File: config.mk
export PLATFORM = sky130hd
export DESIGN_NAME = asi_top
export DESIGN_NICKNAME = d
export VERILOG_FILES = /design/src/core/asi_pkg.sv /design/src/core/asi_top.sv
export SDC_FILE = /design/constraint.sdc
export NUM_CORES = 1
export LEC_CHECK = 0
export ABC_AREA = 1
export BUFFER_PORTS_ARGS = -buffer_cell sky130_fd_sc_hd__buf_4
export CORE_MARGIN = 5
export CORE_UTILIZATION = 45
export DETAILED_ROUTE_END_ITERATION = 10
export HOLD_SLACK_MARGIN = 0.03
export PLACE_DENSITY_LB_ADDON = 0.1
export SETUP_SLACK_MARGIN = 0.02
export SYNTH_ARGS = -nofsm -noshare
export SYNTH_HDL_FRONTEND = slang
export SYNTH_SLANG_ARGS = --single-unit
File: constraint.sdc
create_clock -name clk_sys -period 21.8 [get_ports clk_sys]
set_input_delay 4.36 -clock clk_sys [delete_from_list [all_inputs] [get_ports clk_sys]]
set_output_delay 4.36 -clock clk_sys [all_outputs]
set_load 0.005 [all_outputs]
File: src/core/asi_pkg.sv
// Package for the serial audio interface block: register map, field
// positions, reset values and format codes.
// Assumes an APB master with 32-bit data and byte addressing.
package asi_pkg;

  // ---------------------------------------------------------------
  // Register map
  // ---------------------------------------------------------------
  localparam logic [7:0] ASI_IDX_CTRL0 = 8'h07;
  localparam logic [7:0] ASI_ADDR_CTRL0 = ASI_IDX_CTRL0 << 2;
  localparam logic [7:0] ASI_ADDR_CLKCFG = 8'h40;
  localparam logic [7:0] ASI_ADDR_CAP_L = 8'h44;
  localparam logic [7:0] ASI_ADDR_CAP_R = 8'h48;
  localparam logic [7:0] ASI_ADDR_PLAY_L = 8'h4C;
  localparam logic [7:0] ASI_ADDR_PLAY_R = 8'h50;
  localparam logic [7:0] ASI_ADDR_STATUS = 8'h54;

  // ---------------------------------------------------------------
  // Control register 0 fields
  // ---------------------------------------------------------------
  localparam int unsigned ASI_BIT_PLAY_MUX = 12;
  localparam int unsigned ASI_BIT_PLAY_SLOT = 11;
  localparam int unsigned ASI_BIT_CAP_MUX = 10;
  localparam int unsigned ASI_BIT_CAP_SLOT = 9;
  localparam int unsigned ASI_BIT_MASTER = 6;
  localparam int unsigned ASI_BIT_FRAME_POL = 4;
  localparam int unsigned ASI_POS_WL = 2;
  localparam int unsigned ASI_POS_FMT = 0;
  localparam logic [15:0] ASI_CTRL0_MASK = 16'h1E5F;
  localparam logic [15:0] ASI_CTRL0_RST = 16'h000A;

  // Own clock configuration register fields
  localparam int unsigned ASI_BIT_ENABLE = 0;
  localparam int unsigned ASI_POS_DIV = 4;
  localparam int unsigned ASI_POS_HALF = 16;
  localparam logic [3:0] ASI_DIV_RST = 4'h1;
  localparam logic [8:0] ASI_HALF_RST = 9'h020;

  // ---------------------------------------------------------------
  // Codes and sizes
  // ---------------------------------------------------------------
  localparam logic [1:0] ASI_FMT_RJ = 2'h0;
  localparam logic [1:0] ASI_FMT_LJ = 2'h1;
  localparam logic [1:0] ASI_FMT_I2S = 2'h2;
  localparam logic [1:0] ASI_FMT_DSP = 2'h3;
  localparam logic [5:0] ASI_WL16 = 6'h10;
  localparam logic [5:0] ASI_WL20 = 6'h14;
  localparam logic [5:0] ASI_WL24 = 6'h18;
  localparam logic [5:0] ASI_WL32 = 6'h20;
  localparam logic [5:0] ASI_SAMPLE_W = 6'h18;

  typedef struct packed {
    logic play_mux;
    logic play_slot;
    logic cap_mux;
    logic cap_slot;
    logic master;
    logic frame_pol;
    logic [1:0] wl;
    logic [1:0] fmt;
  } asi_ctrl_t;

endpackage : asi_pkg

File: src/core/asi_top.sv
// Serial audio interface: APB register slave, bit/frame clock master or
// slave, four framing formats and two-slot multiplexing per direction.
// Assumes the bit clock is at most a quarter of clk_sys.
//
// The APB interface to the registers was left to the implementer.
`timescale 1ns/1ns
module asi_top (
  input wire logic clk_sys,
  input wire logic rst_n,
  input wire logic psel,
  input wire logic penable,
  input wire logic pwrite,
  input wire logic [7:0] paddr,
  input wire logic [31:0] pwdata,
  output logic [31:0] prdata,
  output logic pready,
  output logic pslverr,
  input wire logic bit_clock_in,
  output logic bit_clock_out,
  output logic bit_clock_oe,
  input wire logic frame_clock_in,
  output logic frame_clock_out,
  output logic frame_clock_oe,
  input wire logic playback_data_in,
  output logic capture_data_out,
  output logic capture_data_oe
);

  // ---------------------------------------------------------------
  // Slot locator: {valid, dsp right channel, bit index within word}
  // ---------------------------------------------------------------
  function automatic logic [7:0] asi_locate(input logic [11:0] pos,
                                            input logic [11:0] base,
                                            input logic slot,
                                            input logic tdm,
                                            input logic [5:0] wl,
                                            input logic dsp);
    logic [11:0] rel;
    logic [11:0] span;
    logic [11:0] r;
    logic [11:0] lo;
    logic ok;
    logic right;
    rel = pos - base;
    ok = (pos >= base);
    span = tdm ? {5'h00, wl, 1'b0} : {6'h00, wl};
    right = 1'b0;
    r = rel;
    if (dsp && (rel >= span)) begin
      right = 1'b1;
      r = rel - span;
    end
    lo = (tdm && slot) ? {6'h00, wl} : 12'h000;
    ok = ok && (r >= lo) && (r < lo + {6'h00, wl});
    r = r - lo;
    return {ok, right, r[5:0]};
  endfunction : asi_locate

  // ---------------------------------------------------------------
  // Registers
  // ---------------------------------------------------------------
  logic [15:0] ctrl0;
  logic enable;
  logic [3:0] half_div;
  logic [8:0] frame_half;
  logic [23:0] cap_left;
  logic [23:0] cap_right;
  logic [23:0] play_left;
  logic [23:0] play_right;
  logic [15:0] rx_words;
  logic [11:0] half_len;

  asi_pkg::asi_ctrl_t cfg;
  assign cfg = '{
    play_mux: ctrl0[asi_pkg::ASI_BIT_PLAY_MUX],
    play_slot: ctrl0[asi_pkg::ASI_BIT_PLAY_SLOT],
    cap_mux: ctrl0[asi_pkg::ASI_BIT_CAP_MUX],
    cap_slot: ctrl0[asi_pkg::ASI_BIT_CAP_SLOT],
    master: ctrl0[asi_pkg::ASI_BIT_MASTER],
    frame_pol: ctrl0[asi_pkg::ASI_BIT_FRAME_POL],
    wl: ctrl0[asi_pkg::ASI_POS_WL +: 2],
    fmt: ctrl0[asi_pkg::ASI_POS_FMT +: 2]
  };

  // ---------------------------------------------------------------
  // APB decode
  // ---------------------------------------------------------------
  wire access_ph = psel && penable;
  wire commit = access_ph && pready;
  wire wr_commit = commit && pwrite;
  wire hit_ctrl0 = (paddr == asi_pkg::ASI_ADDR_CTRL0);
  wire hit_clk = (paddr == asi_pkg::ASI_ADDR_CLKCFG);
  wire hit_cap_l = (paddr == asi_pkg::ASI_ADDR_CAP_L);
  wire hit_cap_r = (paddr == asi_pkg::ASI_ADDR_CAP_R);
  wire hit_play_l = (paddr == asi_pkg::ASI_ADDR_PLAY_L);
  wire hit_play_r = (paddr == asi_pkg::ASI_ADDR_PLAY_R);
  wire hit_stat = (paddr == asi_pkg::ASI_ADDR_STATUS);
  wire hit_any = hit_ctrl0 | hit_clk | hit_cap_l | hit_cap_r | hit_play_l | hit_play_r
                 | hit_stat;
  wire [31:0] clk_word = {7'h00, frame_half, 8'h00, half_div, 3'h0, enable};
  wire [31:0] rd_mux = hit_ctrl0 ? {16'h0000, ctrl0} :
                       hit_clk ? clk_word :
                       hit_cap_l ? {8'h00, cap_left} :
                       hit_cap_r ? {8'h00, cap_right} :
                       hit_play_l ? {8'h00, play_left} :
                       hit_play_r ? {8'h00, play_right} :
                       hit_stat ? {4'h0, half_len, rx_words} : 32'h00000000;

  // One wait state: answer registered so every bus output is a flop
  always_ff @(posedge clk_sys) begin
    if (!rst_n) begin
      pready <= 1'b0;
      prdata <= 32'h00000000;
      pslverr <= 1'b0;
    end else begin
      pready <= access_ph && !pready;
      prdata <= (access_ph && !pready && !pwrite) ? rd_mux : 32'h00000000;
      pslverr <= access_ph && !pready && !hit_any;
    end
  end

  always_ff @(posedge clk_sys) begin
    if (!rst_n) begin
      ctrl0 <= asi_pkg::ASI_CTRL0_RST;
      enable <= 1'b0;
      half_div <= asi_pkg::ASI_DIV_RST;
      frame_half <= asi_pkg::ASI_HALF_RST;
      cap_left <= 24'h000000;
      cap_right <= 24'h000000;
    end else if (wr_commit) begin
      if (hit_ctrl0) begin
        ctrl0 <= pwdata[15:0] & asi_pkg::ASI_CTRL0_MASK;
      end
      if (hit_clk) begin
        enable <= pwdata[asi_pkg::ASI_BIT_ENABLE];
        half_div <= pwdata[asi_pkg::ASI_POS_DIV +: 4];
        frame_half <= pwdata[asi_pkg::ASI_POS_HALF +: 9];
      end
      if (hit_cap_l) begin
        cap_left <= pwdata[23:0];
      end
      if (hit_cap_r) begin
        cap_right <= pwdata[23:0];
      end
    end
  end

  // ---------------------------------------------------------------
  // Pin synchronisers
  // ---------------------------------------------------------------
  logic bclk_s1;
  logic bclk_s2;
  logic bclk_s3;
  logic frame_s1;
  logic frame_s2;
  logic din_s1;
  logic din_s2;

  always_ff @(posedge clk_sys) begin
    if (!rst_n) begin
      bclk_s1 <= 1'b0;
      bclk_s2 <= 1'b0;
      bclk_s3 <= 1'b0;
      frame_s1 <= 1'b0;
      frame_s2 <= 1'b0;
      din_s1 <= 1'b0;
      din_s2 <= 1'b0;
    end else begin
      bclk_s1 <= bit_clock_in;
      bclk_s2 <= bclk_s1;
      bclk_s3 <= bclk_s2;
      frame_s1 <= frame_clock_in;
      frame_s2 <= frame_s1;
      din_s1 <= playback_data_in;
      din_s2 <= din_s1;
    end
  end

  // ---------------------------------------------------------------
  // Master bit clock divider and frame generator
  // ---------------------------------------------------------------
  logic [3:0] div_cnt;
  logic [9:0] fcnt;
  wire is_master = cfg.master && enable;
  wire is_dsp = (cfg.fmt == asi_pkg::ASI_FMT_DSP);
  wire div_tc = (div_cnt == half_div);
  wire m_rise = is_master && div_tc && !bit_clock_out;
  wire m_fall = is_master && div_tc && bit_clock_out;
  wire [9:0] frame_len = {frame_half, 1'b0};
  wire [9:0] fcnt_next = (fcnt >= frame_len - 10'h001) ? 10'h000 : fcnt + 10'h001;
  wire second_half = (fcnt_next >= {1'b0, frame_half});
  wire gen_lvl = (cfg.fmt == asi_pkg::ASI_FMT_I2S) ? second_half : !second_half;
  wire gen_frame = is_dsp ? (fcnt_next == 10'h000) : (gen_lvl ^ cfg.frame_pol);

  always_ff @(posedge clk_sys) begin
    if (!rst_n || !is_master) begin
      div_cnt <= 4'h0;
      bit_clock_out <= 1'b0;
      fcnt <= 10'h000;
      frame_clock_out <= 1'b0;
    end else begin
      div_cnt <= div_tc ? 4'h0 : div_cnt + 4'h1;
      if (div_tc) begin
        bit_clock_out <= !bit_clock_out;
      end
      if (m_fall) begin
        fcnt <= fcnt_next;
        frame_clock_out <= gen_frame;
      end
    end
  end

  always_ff @(posedge clk_sys) begin
    if (!rst_n) begin
      bit_clock_oe <= 1'b0;
      frame_clock_oe <= 1'b0;
    end else begin
      bit_clock_oe <= is_master;
      frame_clock_oe <= is_master;
    end
  end

  // ---------------------------------------------------------------
  // Common bit timing: positions counted on falls, data taken on rises
  // ---------------------------------------------------------------
  wire b_rise = enable && (is_master ? m_rise : (bclk_s2 && !bclk_s3));
  wire b_fall = enable && (is_master ? m_fall : (!bclk_s2 && bclk_s3));
  // Slave frame is already synced to the same depth as the bit clock
  wire frame_now = is_master ? gen_frame : frame_s2;
  logic frame_prev;
  logic [11:0] pos;
  logic chan_right;
  wire frame_edge = is_dsp ? (frame_now && !frame_prev) : (frame_now != frame_prev);
  wire [11:0] pos_next = frame_edge ? 12'h000 : pos + 12'h001;
  wire lvl_right = (cfg.fmt == asi_pkg::ASI_FMT_I2S) ? (frame_now ^ cfg.frame_pol)
                                                     : !(frame_now ^ cfg.frame_pol);

  always_ff @(posedge clk_sys) begin
    if (!rst_n || !enable) begin
      frame_prev <= 1'b0;
      pos <= 12'h000;
      chan_right <= 1'b0;
      half_len <= 12'h000;
    end else if (b_fall) begin
      frame_prev <= frame_now;
      pos <= pos_next;
      chan_right <= lvl_right;
      if (frame_edge) begin
        half_len <= pos + 12'h001;
      end
    end
  end

  // ---------------------------------------------------------------
  // Word placement per direction
  // ---------------------------------------------------------------
  wire [5:0] wl_bits = (cfg.wl == 2'h0) ? asi_pkg::ASI_WL16 :
                       (cfg.wl == 2'h1) ? asi_pkg::ASI_WL20 :
                       (cfg.wl == 2'h2) ? asi_pkg::ASI_WL24 : asi_pkg::ASI_WL32;
  wire [11:0] span_tx = cfg.cap_mux ? {5'h00, wl_bits, 1'b0} : {6'h00, wl_bits};
  wire [11:0] span_rx = cfg.play_mux ? {5'h00, wl_bits, 1'b0} : {6'h00, wl_bits};
  wire [11:0] dsp_base = cfg.frame_pol ? 12'h000 : 12'h001;
  // Right justified words end on the last rise of the measured half
  wire [11:0] rj_tx = (half_len >= span_tx) ? half_len - span_tx : 12'hFFF;
  wire [11:0] rj_rx = (half_len >= span_rx) ? half_len - span_rx : 12'hFFF;
  wire [11:0] base_tx = (cfg.fmt == asi_pkg::ASI_FMT_RJ) ? rj_tx :
                        (cfg.fmt == asi_pkg::ASI_FMT_LJ) ? 12'h000 :
                        (cfg.fmt == asi_pkg::ASI_FMT_I2S) ? 12'h001 : dsp_base;
  wire [11:0] base_rx = (cfg.fmt == asi_pkg::ASI_FMT_RJ) ? rj_rx :
                        (cfg.fmt == asi_pkg::ASI_FMT_LJ) ? 12'h000 :
                        (cfg.fmt == asi_pkg::ASI_FMT_I2S) ? 12'h001 : dsp_base;
  wire [7:0] loc_tx = asi_locate(pos_next, base_tx, cfg.cap_slot, cfg.cap_mux, wl_bits,
                                 is_dsp);
  wire [7:0] loc_rx = asi_locate(pos, base_rx, cfg.play_slot, cfg.play_mux, wl_bits,
                                 is_dsp);
  wire tx_valid = loc_tx[7];
  wire [5:0] tx_k = loc_tx[5:0];
  wire tx_right = is_dsp ? loc_tx[6] : lvl_right;
  wire rx_valid = loc_rx[7];
  wire [5:0] rx_k = loc_rx[5:0];
  wire rx_right = is_dsp ? loc_rx[6] : chan_right;

  // ---------------------------------------------------------------
  // Capture transmitter: new bit on each fall, MSB first
  // ---------------------------------------------------------------
  wire tx_real = tx_valid && (tx_k < asi_pkg::ASI_SAMPLE_W);
  wire [5:0] tx_sel6 = asi_pkg::ASI_SAMPLE_W - 6'h01 - tx_k;
  wire [23:0] tx_word = tx_right ? cap_right : cap_left;
  wire tx_bit = tx_real ? tx_word[tx_sel6[4:0]] : 1'b0;
  // Outside a word the line is driven low unless it is shared
  wire tx_drive = tx_real || (!cfg.cap_mux && !tx_valid);

  always_ff @(posedge clk_sys) begin
    if (!rst_n || !enable) begin
      capture_data_out <= 1'b0;
      capture_data_oe <= 1'b0;
    end else if (b_fall) begin
      capture_data_out <= tx_bit;
      capture_data_oe <= tx_drive;
    end
  end

  // ---------------------------------------------------------------
  // Playback receiver: bits taken on rises, word stored on its last bit
  // ---------------------------------------------------------------
  logic [23:0] rx_acc;
  wire rx_real = rx_valid && (rx_k < asi_pkg::ASI_SAMPLE_W);
  wire [5:0] rx_sel6 = asi_pkg::ASI_SAMPLE_W - 6'h01 - rx_k;
  wire [23:0] rx_base = (rx_k == 6'h00) ? 24'h000000 : rx_acc;
  wire [23:0] rx_bitmask = 24'h000001 << rx_sel6[4:0];
  wire [23:0] next_rx_acc = rx_real ? ((rx_base & ~rx_bitmask) | (din_s2 ? rx_bitmask : 24'h0))
                                    : rx_acc;
  wire rx_last = rx_valid && (rx_k == wl_bits - 6'h01);

  always_ff @(posedge clk_sys) begin
    if (!rst_n) begin
      rx_acc <= 24'h000000;
      play_left <= 24'h000000;
      play_right <= 24'h000000;
      rx_words <= 16'h0000;
    end else if (b_rise) begin
      rx_acc <= next_rx_acc;
      if (rx_last && rx_right) begin
        play_right <= next_rx_acc;
      end
      if (rx_last && !rx_right) begin
        play_left <= next_rx_acc;
      end
      if (rx_last) begin
        rx_words <= rx_words + 16'h0001;
      end
    end
  end

endmodule : asi_top

==> results of run 1 <==
[per-layer routing]
| metal | routed length [µm] | global-route usage (%) | part of all wire (%) |
|---|---|---|---|
| met1 | 23700 | 36.7 | 45 |
| met2 | 23100 | 41.2 | 43 |
| met3 | 3840 | 4.15 | 7.2 |
| met4 | 2490 | 10.6 | 4.7 |
| met5 | 0 | 0 | 0 |
[synthesized netlist by cell type, types with 16 or more instances]
cell type,number,area (µm²)
a21oi_1,188,941
buf_2,16,80.1
clkbuf_1,75,282
dfxtp_1,242,4840
ha_1,89,1110
inv_1,349,1310
nand2_1,554,2080
nand3_1,226,1130
nand4_1,53,332
nor2_1,242,908
nor3_1,25,125
o21ai_0,206,1030
xnor2_1,21,184
xor2_1,41,359
[worst paths after layout]
| kind | end | depth (start not counted) | slack [ns] | start |
|---|---|---|---|---|
| min reg2reg | din_s2 | 2 | 0.41 | din_s1 |
| max reg2reg | capture_data_out | 57 | 11.61 | frame_half[1] |
| max | capture_data_out | 57 | 11.61 | frame_half[1] |
| min | din_s2 | 2 | 0.41 | din_s1 |
[worst register-to-register path, delay by kind of cell, from the launching register on]
kind | cells | cell delay [ns]
and+or+nand+nor | 29 | 3.93
adders and majority gates | 7 | 2.16
AOI/OAI and AO/OA | 12 | 2.08
buffers and inverters | 7 | 1.19
xor gates and xnor gates | 2 | 0.39
DFF | 1 | 0.30
[cell type report]
| type | count | area (µm²) |
|---|---|---|
| fillers | 3569 | 16900 |
| clock inverters | 17 | 283 |
| repair buffers | 95 | 713 |
| well taps | 455 | 569 |
| clock buffers | 39 | 855 |
| inverters | 353 | 1330 |
| multi-input cells | 1772 | 9270 |
| flip-flops and latches | 242 | 4840 |
[sequential cells by signal (all words and copies together) (netlist names), 4 cells and up]
signal      flops
prdata         28
cap_left       24
cap_right      24
play_left      24
play_right     24
rx_acc         24
rx_words       16
half_len       12
pos            12
ctrl0          10
fcnt           10
frame_half      9
div_cnt         4
half_div        4
[cell families (layout without fill, tap and decap cells)]
group	count (synthesis)	in the layout	share of synthesized area (%)
flip-flops	242	242	30.5
adder cells (fa/ha/maj)	97	97	8.03
AND/OR/NAND/NOR	1131	1131	30.2
multiplexers	1	1	0.0710
XOR/XNOR	62	62	3.42
AO/OA/AOI/OAI	477	477	16.5
other	1	4	0.0236
buffers and inverters	458	504	11.2
[through the flow]
step | area (µm²) | hold WS (ns) | setup slack (ns)
final | 17900 | 0.413 | 11.61
after global routing | 17900 | 0.434 | 10.31
after CTS | 17900 | 0.417 | 11.69
after detailed placement | 16700 | 0.400 | 11.76
after global placement | 16700 | 0.396 | 11.80
after floorplan | 15900 | 0.390 | 13.56
[power breakdown]
part | switching (µW) | internal [µW] | total (µW)
Clock | 210 | 359 | 569
Sequential | 0.337 | 443 | 443
Combinational | 26.9 | 12.6 | 39.5
Total | 237 | 814 | 1050
==> qor.yml, run 1 <==
yosys:
  synth-edff-count: 0
  synth_warnings: 0
  synthArstFlopShare_pct: 0
  synth_area_per_cell_um2: 6.42
  netlist_area_um2: 15900
  synthDistinctLibCells: 50
  ys_seq_area_share_pct: 30.5
  ys.flop_type: "dfxtp_1"
  ys_ff_latch: 242
  synthCells: 2469
critical_path:
  crit_top_cell: "nand2_1"
  slowest_delay_ns: 0.53
  cp.required_ns: 22.29
  crit_family: "simple AND/OR/NAND/NOR gates"
  path_class: "reg2reg"
  cp_num_buf_inv: 7
  start_kind: "flip-flop"
  arrival_ns: 10.68
  crit_path_end_kind: "flip-flop"
  cp_max_fo: 30
  slowest_stage: "o21ai_0"
timing:
  post-route-period-util_pct: 46.7
  hold_violations: 0
  tightest_slew_ns: 1.08
  drv_slew: 0
  max_slew_margin_pct: 28.0
  rsz0062_at_grt: "false"
  setup_violations: 0
  setup_tns_ns: 0
  fmax_mhz: 98.1
  finalCriticalPeriod_ns: 10.19
  skew_ns: 0.0257
placement:
  port_buffers: 76
  hpwl_um: 39500
  place_congestion: 0.924
  dpl.cell_count: 2917
drt:
  wirelength_um: 53100
  ant_nets: 0
  vias_per_cell: 5.53
  drt_pass1_iterations: 6
  drt_iter0_drc: 1324
  vias: 16400
  route.detailed.drc: 0
  routedWlPerCell_um: 17.9
job:
  max_cap_violations: 0
floorplan:
  start_util_pct: 45.7
  num_rows: 68
  core-area_um2: 34700
  design.die.area_um2: 39100
  die_height_um: 198
  die_w_um: 198
  io_pins: 88
grt:
  grt_pass1_vias: 15200
  overflow: 0
  track_usage_pct: 26.4
  antenna_found_initial: 0
  grt_max_degree: 58
  grt_pass1_wl_um: 83300
cells_and_area:
  area_growth_pct: 12.6
  layout.cells.non_filler: 2973
  final_util_pct: 51.4
  layout_common_cells: "nand2_1 (554), inv_1 (349), dfxtp_1 (242)"
  num_antenna_cells: 0
  nets: 2639
  drive_gt1_share_pct: 6.63
  final_common_cell: "nand2_1"
clock_tree:
  htree_levels: 1
  path_clk_slew_ns: 0.06
  cts-root-buf: "clkbuf_16"
  numCtsBuffers: 30
  cts_hold_buf: 0
  clockBufferDepth: 3
  cts.repair.resized: 0
  cts_tree: "built"
  numClockSinks: 242
  post_cts_buffers: 0
  clk_latency_ns: 0.59
power:
  power_leakage_uw: 0.00838
  p_total_uw: 1050
  cellPowerDensity_nw_per_um2: 58.9
  peakVddDrop_uv: 50.5
min_path:
  hold_class: "reg2reg"
outcome:
  status: "completed"
(Power assumes the default switching activity.)
==> run 2, diff against run 1 <==
==> constraint.sdc (replaced) <==
create_clock -name clk_sys -period 9 [get_ports clk_sys]
set_input_delay 1.8 -clock clk_sys [delete_from_list [all_inputs] [get_ports clk_sys]]
set_output_delay 1.8 -clock clk_sys [all_outputs]
set_load 0.005 [all_outputs]
==> qor.yml, run 2 (same netlist as run 1, synthesis figures left out) <==
outcome:
  status: "completed"  # unchanged
critical_path:
  reg2reg_from: "frame_half[0]"  # was frame_half[1]
  ff2ff_path_depth: 58  # was 57
  slowest_stage: "fa_1"  # was o21ai_0
  crit_top_cell: "nand2_1"  # unchanged
  cp_max_fo: 4  # was 30
  rrSetupSlack_ns: 0.64  # was 11.61 ns
  cp.required_ns: 9.48  # was 22.29 ns
  path_depth: 58  # was 57
  arrival_ns: 8.84  # was 10.68 ns
  crit_family: "simple AND/OR/NAND/NOR gates"  # unchanged
  path_class: "reg2reg"  # unchanged
  slowest_delay_ns: 0.41  # was 0.53 ns
  crit_path_end_kind: "flip-flop"  # unchanged
  start_kind: "flip-flop"  # unchanged
  r2r-end: "capture_data_out"  # unchanged
  cp_num_buf_inv: 7  # unchanged
timing:
  max_slew_margin_pct: 21.8  # was 28.0%
  setup_slack_ns: 0.641  # was 11.61 ns
  hold_ws_ns: 0.413  # about the same
  finalCriticalPeriod_ns: 8.36  # was 10.19 ns
  skew_ns: 0.0176  # was 0.0257 ns
  rsz0062_at_grt: "true"  # was false
  setup_violations: 0  # unchanged
  fmax_mhz: 120  # was 98.1 MHz
  setup_tns_ns: 0  # unchanged
  tightest_slew_ns: 1.17  # was 1.08 ns
  drv_slew: 0  # unchanged
  post-route-period-util_pct: 92.9  # was 46.7%
  hold_violations: 0  # unchanged
power:
  combPwrFrac_pct: 4.1  # was 3.8%
  internal_power_uw: 1850  # was 814 µW
  seq_power_share_pct: 44.8  # was 42.2%
  pwr-share-clk_pct: 51.1  # was 54.1%
  switching_share_pct: 22.8  # was 22.5%
  power_leakage_uw: 0.00842  # was 0.00838 µW
  netSwitchingPower_uw: 547  # was 237 µW
  cellPowerDensity_nw_per_um2: 134  # was 58.9 nW/µm²
  peakVddDrop_uv: 135  # was 50.5 µV
cells_and_area:
  drive_gt1_share_pct: 8.08  # was 6.63%
  largest_reg_flops: 28  # unchanged
  layout_common_cells: "nand2_1 (549), inv_1 (347), dfxtp_1 (242)"  # was nand2_1 (554), inv_1 (349), dfxtp_1 (242)
  regMostFlops: "prdata"  # unchanged
  nets: 2660  # was 2639
  nFillCells: 3577  # was 3569
  design_area_um2: 18000  # was 17900 µm²
  final_common_cell: "nand2_1"  # unchanged
  layout.cells.non_filler: 2991  # was 2973
  num_antenna_cells: 0  # unchanged
  area_growth_pct: 13.2  # was 12.6%
grt:
  antenna_found_initial: 0  # unchanged
  use_met2_pct: 41.5  # was 41.2%
  grt_use_met3_pct: 3.05  # was 4.15%
  grt_pass1_wl_um: 82900  # was 83300 µm
  grt_pass1_vias: 14800  # was 15200
  track_usage_pct: 26.2  # was 26.4%
  overflow: 0  # unchanged
  grt_most_used_layer: "met2"  # unchanged
  grtUsageMet1_pct: 37.4  # was 36.7%
  grt_max_degree: 76  # was 58
drt:
  routedWlPerCell_um: 17.6  # was 17.9 µm
  route.detailed.drc: 0  # unchanged
  wirelength_um: 52700  # was 53100 µm
  drt_pass1_iterations: 6  # unchanged
  drt_iter0_drc: 1585  # was 1324
  vias: 16400  # about the same
  vias_per_cell: 5.48  # was 5.53
  ant_nets: 0  # unchanged
placement:
  preCtsSetupSlack_ns: 0.0183  # was 11.76 ns
  dpl.cell_count: 2938  # was 2917
  port_buffers: 76  # unchanged
  hpwl_um: 39300  # was 39500 µm
  place_congestion: 0.925  # was 0.924
  placedInstanceArea_um2: 16900  # was 16700 µm²
clock_tree:
  cts_tree: "built"  # unchanged
  numClockSinks: 242  # unchanged
  htree_levels: 1  # unchanged
  cts-root-buf: "clkbuf_16"  # unchanged
  cts_hold_buf: 0  # unchanged
  clockBufferDepth: 3  # unchanged
  numCtsBuffers: 28  # was 30
  path_clk_slew_ns: 0.06  # about the same
  clk_latency_ns: 0.57  # was 0.59 ns
floorplan:
  design.die.area_um2: 39100  # unchanged
  die_height_um: 198  # unchanged
  start_util_pct: 45.7  # unchanged
  core-area_um2: 34700  # unchanged
  io_pins: 88  # unchanged
  die_w_um: 198  # unchanged
  num_rows: 68  # unchanged
min_path:
  hold_start: "din_s1"  # unchanged
  hold_class: "reg2reg"  # unchanged
  hold_end: "din_s2"  # unchanged
  hold_depth: 2  # unchanged
job:
  max_cap_violations: 0  # unchanged
run 2: cell types whose count changed in the layout (fill, tap and decap cells not counted), moves of 5 or more:
cell	previous run	this run
buf_4	95	118
nor2_1	241	235
clkbuf_8	7	2
nand2_1	554	549
nand2_2	0	5
nor2_2	2	7
run 2: timing repair:
action | in CTS | in global routing
setup buffers | 0 | 2
setup endpoints to repair | 1 | 90
pin swaps | 0 | 7
resized for setup | 1 | 27
run 2: layout make-up:
| cell class | instances | area (µm²) | area share, % |
|---|---|---|---|
| clock buffer | 35 | 768 | 4.28 |
| clock inverter | 16 | 216 | 1.21 |
| inverter | 353 | 1330 | 7.38 |
| multi-input combinational | 1772 | 9340 | 52.0 |
| sequential | 242 | 4840 | 27.0 |
| tap | 455 | 569 | 3.17 |
| timing repair buffer | 118 | 886 | 4.93 |
run 2: through the flow:
| stage | utilization, % | power, µW |
|---|---|---|
| floorplan | - | 1150 |
| global placement | 48.6 | 1190 |
| detailed placement | 48.6 | 1190 |
| CTS | 51.5 | 2410 |
| global route | 51.7 | 2460 |
| finish | 51.7 | 2400 |
run 2: worst max-delay path by stage:
stage                  start                to  slack, ns
2_1_floorplan  frame_half[0]  capture_data_out       0.75
5_1_grt        frame_half[0]  capture_data_out      -0.13
6_report       frame_half[0]  capture_data_out       0.64
3_3_place_gp   frame_half[0]  capture_data_out       0.15
3_5_place_dp   frame_half[0]  capture_data_out       0.02
4_1_cts        frame_half[0]  capture_data_out       0.07
run 2: worst register-to-register path: cells and delay by family, from the launching register on:
family / cells / cell delay, ns
simple gates: 27 / 2.82
fa+ha+maj: 10 / 2.72
compound gates: 12 / 1.48
buf+inv: 7 / 0.54
flops: 1 / 0.34
xor+xnor: 2 / 0.33
run 2: metal layers:
layer  vias to the layer above  routed length (µm)
met5                         -                   0
met1                      7532               23400
met4                         0                1830
met2                       602               23800
met3                        97                3720
li1                       8171                   -
run 2: power groups by stage:
| stage | clock network (µW) | registers (µW) | logic (µW) |
|---|---|---|---|
| floorplan | 0 | 1100 | 52.6 |
| global placement | 0 | 1100 | 94.4 |
| detailed placement | 0 | 1100 | 95.2 |
| CTS | 1240 | 1070 | 95.7 |
| global route | 1280 | 1070 | 106 |
| finish | 1230 | 1070 | 98.2 |
